==> src/logic/sras_pkg.sv <==
package sras_pkg;
  // ****************************************
  // framing
  // ****************************************
  localparam int BYTE_W = 8;
  localparam int ADDR_W = 7;
  localparam int BIT_CNT_W = 3;
  localparam logic [BIT_CNT_W-1:0] LAST_BIT = 3'h7;
  localparam int WR_FLAG_BIT = 7;
  // ****************************************
  // register storage
  // ****************************************
  localparam int NUM_REGS = 16;
  localparam int IDX_W = 4;
  localparam logic [IDX_W-1:0] STATUS_IDX = 4'h0;
  localparam int RST_DONE_BIT = 0;
  localparam int CORE_FLAGS_W = 7;
  localparam logic [BYTE_W-1:0] REG_RESET = 8'h00;
  // ****************************************
  // host side
  // ****************************************
  localparam int MAX_BURST = 4;
  localparam int LEN_W = 3;
  localparam int CLK_PERIOD_NS = 100;
  localparam int SCK_PERIOD_NS = 1600;
  localparam int SCK_HALF_CYC = SCK_PERIOD_NS / (2 * CLK_PERIOD_NS);
  localparam int DIV_W = 4;
  localparam logic [DIV_W-1:0] SCK_HALF_LAST = DIV_W'(SCK_HALF_CYC - 1);

  typedef logic [BYTE_W-1:0] sras_byte_t;
  typedef logic [NUM_REGS-1:0][BYTE_W-1:0] sras_regs_t;
  typedef logic [MAX_BURST-1:0][BYTE_W-1:0] sras_burst_t;
endpackage : sras_pkg

==> src/logic/sras_spi_if.sv <==
`timescale 1ns/10ps
interface sras_spi_if;
  logic ss_n;
  logic sck;
  logic mosi;
  logic miso_o;
  logic miso_oe;
  wire miso;

  // shared line: a released miso shows its pull-up level, so only miso_oe
  // tells a driven line from a released one
  assign miso = miso_oe ? miso_o : 1'b1;

  modport dev (
    input ss_n,
    input sck,
    input mosi,
    output miso_o,
    output miso_oe
  );

  modport host (
    output ss_n,
    output sck,
    output mosi,
    input miso
  );
endinterface : sras_spi_if

==> src/logic/sras_dev.sv <==
`timescale 1ns/10ps
module sras_dev (
  // clock and reset
  input wire logic clk,
  input wire logic rst,
  // serial link
  sras_spi_if.dev spi,
  // core side
  input wire logic core_por,
  input wire logic [sras_pkg::CORE_FLAGS_W-1:0] core_flags,
  input wire logic core_event,
  output logic event_req,
  output sras_pkg::sras_regs_t reg_bytes
);
  import sras_pkg::*;

  // ****************************************
  // state
  // ****************************************
  typedef struct packed {
    logic ss_m;
    logic ss_s;
    logic sck_m;
    logic sck_s;
    logic sck_d;
    logic mosi_m;
    logic mosi_s;
    logic [BIT_CNT_W-1:0] bit_cnt;
    logic addr_phase;
    logic wr;
    logic [IDX_W-1:0] ptr;
    sras_byte_t sr_in;
    sras_byte_t sr_out;
    logic miso;
    logic rst_done;
    logic ev;
    sras_regs_t regs;
  } sras_dev_s;

  sras_dev_s s;
  sras_dev_s next_s;

  // ****************************************
  // frame decode
  // ****************************************
  logic rise;
  logic fall;
  sras_byte_t status;
  sras_byte_t in_byte;
  logic [IDX_W-1:0] next_ptr;
  logic byte_end;

  // ****************************************
  // register read
  // ****************************************
  // index 0 has no storage of its own and reads back as the live status byte
  function automatic sras_byte_t read_reg(input sras_dev_s st, input sras_byte_t stat,
                                          input logic [IDX_W-1:0] idx);
    if (idx == STATUS_IDX) begin
      return stat;
    end
    return st.regs[idx];
  endfunction : read_reg

  // ****************************************
  // event level
  // ****************************************
  // quiet in core reset, then held high until the master acknowledges the reset
  function automatic logic event_level(input logic por, input logic done_flag,
                                       input logic ev_in);
    if (por) begin
      return 1'b0;
    end
    if (!done_flag) begin
      return 1'b1;
    end
    return ev_in;
  endfunction : event_level

  // ****************************************
  // next state
  // ****************************************
  always_comb begin
    next_s = s;
    rise = s.sck_s & ~s.sck_d;
    fall = ~s.sck_s & s.sck_d;
    status = {core_flags, s.rst_done};
    in_byte = {s.sr_in[BYTE_W-2:0], s.mosi_s};
    next_ptr = s.ptr + IDX_W'(1);
    // a byte ends on the rise of its eighth bit
    byte_end = rise & (s.bit_cnt == LAST_BIT);

    // two flops per pin and edges seen three clocks late, so sck half
    // periods shorter than one clock can slip past unseen
    next_s.ss_m = spi.ss_n;
    next_s.ss_s = s.ss_m;
    next_s.sck_m = spi.sck;
    next_s.sck_s = s.sck_m;
    next_s.sck_d = s.sck_s;
    next_s.mosi_m = spi.mosi;
    next_s.mosi_s = s.mosi_m;

    if (s.ss_s) begin
      // deselected: framing cleared, any partial byte dropped
      next_s.bit_cnt = '0;
      next_s.addr_phase = 1'b1;
      next_s.wr = 1'b0;
      next_s.sr_in = '0;
      // status preloaded so its msb is ready before the first rise
      next_s.miso = status[BYTE_W-1];
      next_s.sr_out = {status[BYTE_W-2:0], 1'b0};
    end else begin
      if (rise) begin
        next_s.sr_in = in_byte;
        next_s.bit_cnt = s.bit_cnt + BIT_CNT_W'(1);
        if (byte_end) begin
          if (s.addr_phase) begin
            next_s.addr_phase = 1'b0;
            next_s.wr = in_byte[WR_FLAG_BIT];
            next_s.ptr = in_byte[IDX_W-1:0];
            next_s.sr_out = read_reg(s, status, in_byte[IDX_W-1:0]);
          end else begin
            // mosi only matters when the write flag was set
            if (s.wr) begin
              if (s.ptr == STATUS_IDX) begin
                if (in_byte[RST_DONE_BIT]) begin
                  next_s.rst_done = 1'b1;
                end
              end else begin
                next_s.regs[s.ptr] = in_byte;
              end
            end
            next_s.ptr = next_ptr;
            // fetched from the old image, so a write never leaks into a read
            next_s.sr_out = read_reg(s, status, next_ptr);
          end
        end
      end
      if (fall) begin
        next_s.miso = s.sr_out[BYTE_W-1];
        next_s.sr_out = {s.sr_out[BYTE_W-2:0], 1'b0};
      end
    end

    // core reset overrides any master write in the same cycle
    if (core_por) begin
      next_s.rst_done = 1'b0;
      next_s.regs = {NUM_REGS{REG_RESET}};
    end
    next_s.ev = event_level(core_por, next_s.rst_done, core_event);
  end

  // ****************************************
  // registers
  // ****************************************
  always_ff @(posedge clk) begin
    if (rst) begin
      s <= '0;
      s.ss_m <= 1'b1;
      s.ss_s <= 1'b1;
      s.regs <= {NUM_REGS{REG_RESET}};
    end else begin
      s <= next_s;
    end
  end

  // ****************************************
  // outputs
  // ****************************************
  assign spi.miso_o = s.miso;
  assign spi.miso_oe = ~s.ss_s;
  assign event_req = s.ev;

  // ****************************************
  // register image
  // ****************************************
  // slot 0 stands for the status byte, which has no storage here,
  // so its image stays at the reset value
  for (genvar gi = 0; gi < NUM_REGS; gi++) begin : g_image
    if (gi == STATUS_IDX) begin : g_status
      assign reg_bytes[gi] = REG_RESET;
    end else begin : g_data
      assign reg_bytes[gi] = s.regs[gi];
    end
  end
endmodule : sras_dev

==> src/flat_wrapper.sv <==
// flat-port wrapper written by rule: the top's interface ports become plain ports
module sras_dev_flat import sras_pkg::*;
  (clk, rst, core_por, core_flags, core_event, event_req, reg_bytes, spi_ss_n, spi_sck, spi_mosi, spi_miso_o, spi_miso_oe);
  sras_spi_if spi_i ();
  input wire logic clk;
  input wire logic rst;
  input wire logic core_por;
  input wire logic [sras_pkg::CORE_FLAGS_W-1:0] core_flags;
  input wire logic core_event;
  output logic event_req;
  output sras_pkg::sras_regs_t reg_bytes;
  input wire logic [$bits(spi_i.ss_n)-1:0] spi_ss_n;
  input wire logic [$bits(spi_i.sck)-1:0] spi_sck;
  input wire logic [$bits(spi_i.mosi)-1:0] spi_mosi;
  output wire logic [$bits(spi_i.miso_o)-1:0] spi_miso_o;
  output wire logic [$bits(spi_i.miso_oe)-1:0] spi_miso_oe;
  assign spi_i.ss_n = spi_ss_n;
  assign spi_i.sck = spi_sck;
  assign spi_i.mosi = spi_mosi;
  assign spi_miso_o = spi_i.miso_o;
  assign spi_miso_oe = spi_i.miso_oe;
  sras_dev u_core (.clk(clk), .rst(rst), .spi(spi_i), .core_por(core_por), .core_flags(core_flags), .core_event(core_event), .event_req(event_req), .reg_bytes(reg_bytes));
endmodule
==> config.mk <==
export PLATFORM = sky130hd
export DESIGN_NAME = sras_dev_flat
export DESIGN_NICKNAME = d
export VERILOG_FILES = /design/src/logic/sras_pkg.sv /design/src/logic/sras_spi_if.sv /design/src/logic/sras_dev.sv /design/src/flat_wrapper.sv
export SDC_FILE = /design/constraint.sdc
export NUM_CORES = 1
export LEC_CHECK = 0
export BUFFER_PORTS_ARGS = -buffer_cell sky130_fd_sc_hd__buf_4
export CAP_MARGIN = 25
export CELL_PAD_IN_SITES_DETAIL_PLACEMENT = 0
export CELL_PAD_IN_SITES_GLOBAL_PLACEMENT = 1
export CORE_ASPECT_RATIO = 0.75
export CORE_MARGIN = 5
export CORE_UTILIZATION = 44
export DETAILED_ROUTE_END_ITERATION = 10
export GPL_TIMING_DRIVEN = 0
export HOLD_SLACK_MARGIN = 0.1
export PLACE_DENSITY_LB_ADDON = 0.1
export SLEW_MARGIN = 20
export SYNTH_ARGS = -nofsm -noshare
export SYNTH_HDL_FRONTEND = slang
export SYNTH_SLANG_ARGS = --single-unit
==> constraint.sdc <==
create_clock -name clk -period 3.2 [get_ports clk]
set_clock_uncertainty 0.15 [all_clocks]
set_input_delay 0.32 -clock clk [delete_from_list [all_inputs] [get_ports clk]]
set_output_delay 0.32 -clock clk [all_outputs]
set_load 0.1 [all_outputs]
==> summary.md <==
| Metric | Value |
|---|---|
| Series of cell instances along the critical path | `buf_6 > inv_1 > ha_1 > buf_6 > buf_6 > mux4_2 > mux2i_1 > nand2_1 > a21oi_1 > o22ai_1` |
| HPWL reported at the end of detailed placement | `about 27 mm` |
| Critical Path Source Type | `flop` |
| Max-slew violations | `0` |
| Layer carrying the most global-route usage | `met1` |
| Sequential share of the synthesized area | `34.1%` |
| Clock tree from TritonCTS | `yes` |
| Worst-Margin Slew | `962 ps` |
| Setup slack after placement | `-259 ps` |
| Effective utilization at floorplan | `44.9%` |
| LEAKAGE | `4.60 nW` |
| Reported max-cap violation count | `0` |
| Cell Area, Synth | `9510 um^2` |
| Met2 Resource Use GR | `just under 40%` |
| Number of nets in the layout | `1,259` |
| Chip width | `180 um` |
| Routability congestion estimate from global placement | `0.964` |
| Clock buffers created by TritonCTS | `17` |
| Share of final-layout standard cells stronger than drive strength 1 | `approximately 32%` |
| Number of nets still failing antenna checks after routing | `0` |
| Yosys warnings | `0` |
| Cell taking the most area after synthesis | `sky130_fd_sc_hd__dfxtp_1` |
| Gate count of the mapped netlist | `1,069` |
| Critical path capture point type | `flop` |
| Standard cell with the maximum stage delay on the critical path | `sky130_fd_sc_hd__mux4_2` |
| Average wire length per cell after detail routing | `23.4 um` |
| Via count of the first global-routing pass | `roughly 8,300` |
| Total I/O pin count | `145` |
| Proportion of netlist area held by the largest area contributor | `34.1%` |
| H-Tree Depth | `4` |
| Routed WL | `36.0 mm` |
| Worst setup slack after layout | `around 77 ps` |
| Post-synthesis area per instance | `roughly 8.9 um^2` |
| CTS max path bufs | `2` |
| Critical path data required time | `3360 ps` |
| Number of hold violations in the final report | `0` |
| Data arrival time of the worst path | `3280 ps` |
| Worst slew slack as a fraction of its limit | `35.8%` |
| Path category of the worst min-delay check | `in -> reg` |
| Library cell appearing most often on the critical path | `sky130_fd_sc_hd__buf_6` |
| Total power consumption of the routed design | `0.00432 W` |
| Met1 track demand over resource in global routing | `43.2%` |
| Clock sink count | `162` |
| Post-synth EDFFs | `0` |
| DRC violations left | `0` |
| Startpoint-to-endpoint class of the critical path | `reg -> reg` |
| Setup total negative slack | `0 ps` |
| Tightest hold margin | `148 ps` |
| Post-synth top flop | `sky130_fd_sc_hd__dfxtp_1` |
| Rows | `46` |
| Core Area | `21,200 um^2` |
| Peak VDD IR | `0.390 mV` |
| Die area | `24,700 um^2` |
| Total GRT Usage | `28.6%` |
| Worst skew pair latency | `440 ps` |
| Clock-pin slew on the worst setup and hold paths | `70 ps` |
| Synthesis-stage register bit count | `162` |
| Top cells by area in the synthesized netlist | `sky130_fd_sc_hd__dfxtp_1 34%, sky130_fd_sc_hd__mux4_2 13%, sky130_fd_sc_hd__buf_4 10%` |
| Post-layout minimum cycle time | `3120 ps` |
| Worst path max stage delay | `580 ps` |
| Antenna cell count | `0` |
| Met3 Track Usage GR | `under 10%` |
| Count leader, synth | `sky130_fd_sc_hd__dfxtp_1` |
| Layout Utilization | `between 50% and 60%` |
| Total gr overflow | `0` |
| FFs w/ async S/R, synth | `0%` |
| First-pass iteration count of the detailed router | `5` |
| Global-route wire length before repair | `roughly 53 mm` |
| Worst Path Max Fanout | `10` |
| Setup violators final | `0` |
| Number of antenna violations at the first check in global routing | `0` |
| Pin count of the biggest net entering global routing | `17` |
| Final Cycle Share | `97.6%` |
| Setup repair after global routing missed its margin | `false` |
| Via count | `between 8,000 and 9,000` |
| Vertical extent of the die | `137 um` |
| Area Overhead vs Synth | `21.9%` |
| Cell types with the highest counts after synthesis | `162 x sky130_fd_sc_hd__dfxtp_1, 130 x sky130_fd_sc_hd__buf_4, 118 x sky130_fd_sc_hd__nand2_1, 106 x sky130_fd_sc_hd__a21oi_1, 87 x sky130_fd_sc_hd__o21ai_0` |
| Count of buffering cells on the critical path with inverters included | `4` |
| Detail-routed via count per cell | `5.78` |
| Status | `completed` |
| Count of input and output buffers | `136` |
| Unique cell type count in the Yosys netlist | `between 50 and 60` |
| Maximum achievable frequency | `0.320 GHz` |
| Power Dens Cells | `373 nW/um^2` |
| Buffer cell driving the clock tree root | `sky130_fd_sc_hd__clkbuf_16` |
| Delay-heaviest family, CP | `buffers and inverters` |
| First-iteration detailed-routing DRC count | `987` |
-- repair_timing --
| action | CTS | global route |
|---|---|---|
| setup endpoints to repair | 6 | 20 |
| hold buffers | 5 | 0 |
| hold endpoints to repair | 5 | 0 |
| setup buffers | 0 | 1 |
| pin swaps | 0 | 3 |
| resized for setup | 4 | 7 |
-- stage by stage --
step | instance area [um^2] | cells
2_1_floorplan | 9540 | 1076
3_3_place_gp | 10900 | 1500
3_5_place_dp | 10900 | 1500
4_1_cts | 11600 | 1537
5_1_grt | 11600 | 1538
6_report | 11600 | 1538
-- routing by layer --
| layer | up-vias | wire length (um) |
|---|---|---|
| li1 | 3974 | - |
| met1 | 4309 | 16300 |
| met5 | - | 0 |
| met4 | 0 | 697 |
| met2 | 564 | 14500 |
| met3 | 50 | 4470 |
-- worst reg2reg max path: stages (launching register included) --
cell and delay (ps):
sky130_fd_sc_hd__dfxtp_2 390, sky130_fd_sc_hd__buf_6 160, sky130_fd_sc_hd__inv_1 170, sky130_fd_sc_hd__ha_1 350
sky130_fd_sc_hd__buf_6 210, sky130_fd_sc_hd__buf_6 240, sky130_fd_sc_hd__mux4_2 580, sky130_fd_sc_hd__mux2i_1 200
sky130_fd_sc_hd__nand2_1 130, sky130_fd_sc_hd__a21oi_1 320, sky130_fd_sc_hd__o22ai_1 110
-- cell usage in the layout (no fill, tap or decap), types with 9 or more instances in the layout --
master | Yosys | routed
sky130_fd_sc_hd__nor2b_1 | 13 | 13
sky130_fd_sc_hd__clkbuf_1 | 50 | 50
sky130_fd_sc_hd__nor3_1 | 14 | 14
sky130_fd_sc_hd__a22oi_1 | 12 | 12
sky130_fd_sc_hd__and2_1 | 9 | 9
sky130_fd_sc_hd__nand3_1 | 22 | 22
sky130_fd_sc_hd__nor2_1 | 81 | 81
sky130_fd_sc_hd__clkbuf_16 | 0 | 17
sky130_fd_sc_hd__nand2_1 | 118 | 118
sky130_fd_sc_hd__o22ai_1 | 14 | 14
sky130_fd_sc_hd__mux2i_1 | 68 | 68
sky130_fd_sc_hd__dfxtp_1 | 162 | 161
sky130_fd_sc_hd__o21ai_0 | 87 | 87
sky130_fd_sc_hd__o211ai_1 | 10 | 10
sky130_fd_sc_hd__buf_1 | 11 | 11
sky130_fd_sc_hd__mux4_2 | 54 | 54
sky130_fd_sc_hd__buf_4 | 130 | 266
sky130_fd_sc_hd__a21oi_1 | 106 | 106
sky130_fd_sc_hd__buf_2 | 20 | 18
-- final timing paths --
check | slack, ps | to | cells past startpoint | from
setup / recovery | 80 | u_core.s[133] | 10 | u_core.s[147]
hold / removal | 150 | u_core.s[155] | 3 | rst
setup reg to reg | 80 | u_core.s[133] | 10 | u_core.s[147]
hold reg to reg | 280 | u_core.s[161] | 1 | u_core.next_s[161]
-- cells by family (layout without fill, tap and decap cells) --
| family | after synthesis | in the layout | synth area share [%] |
|---|---|---|---|
| AND/OR/NAND/NOR | 287 | 287 | 14.0 |
| multiplexers | 129 | 129 | 20.8 |
| other | 1 | 8 | 0.0394 |
| adder cells (fa/ha/maj) | 8 | 8 | 1.05 |
| XOR/XNOR | 4 | 4 | 0.368 |
| flip-flops | 162 | 162 | 34.1 |
| buffers and inverters | 228 | 402 | 15.0 |
| AO/OA/AOI/OAI | 250 | 250 | 14.7 |
-- sequential cells by signal, summed over array words and instances, names as in the netlist --
name               flops
u_core.s              28
u_core.next_s          4
u_core.spi.miso_o      1
u_core.event_req       1
u_core.in_byte         8
u_core.reg_bytes     120
-- final cells by class --
type / instances / area (um^2)
clock inverters: 14 / 149
plain buffers: 220 / 1410
inverters: 8 / 30.0
clock buffers: 18 / 429
multi-input cells: 686 / 4880
fillers: 2034 / 9580
well taps: 288 / 360
repair buffers: 142 / 1090
flip-flops and latches: 162 / 3240
-- power by group --
group	total [W]	internal (W)	leakage, nW	switching [W]
clock network	0.00205	0.00110	0.271	0.000949
registers	0.00203	0.00203	1.31	0.00000616
logic	0.000243	0.0000696	3.02	0.000173
total	0.00432	0.00320	4.60	0.00113
Power figures use the tool's default switching activity.
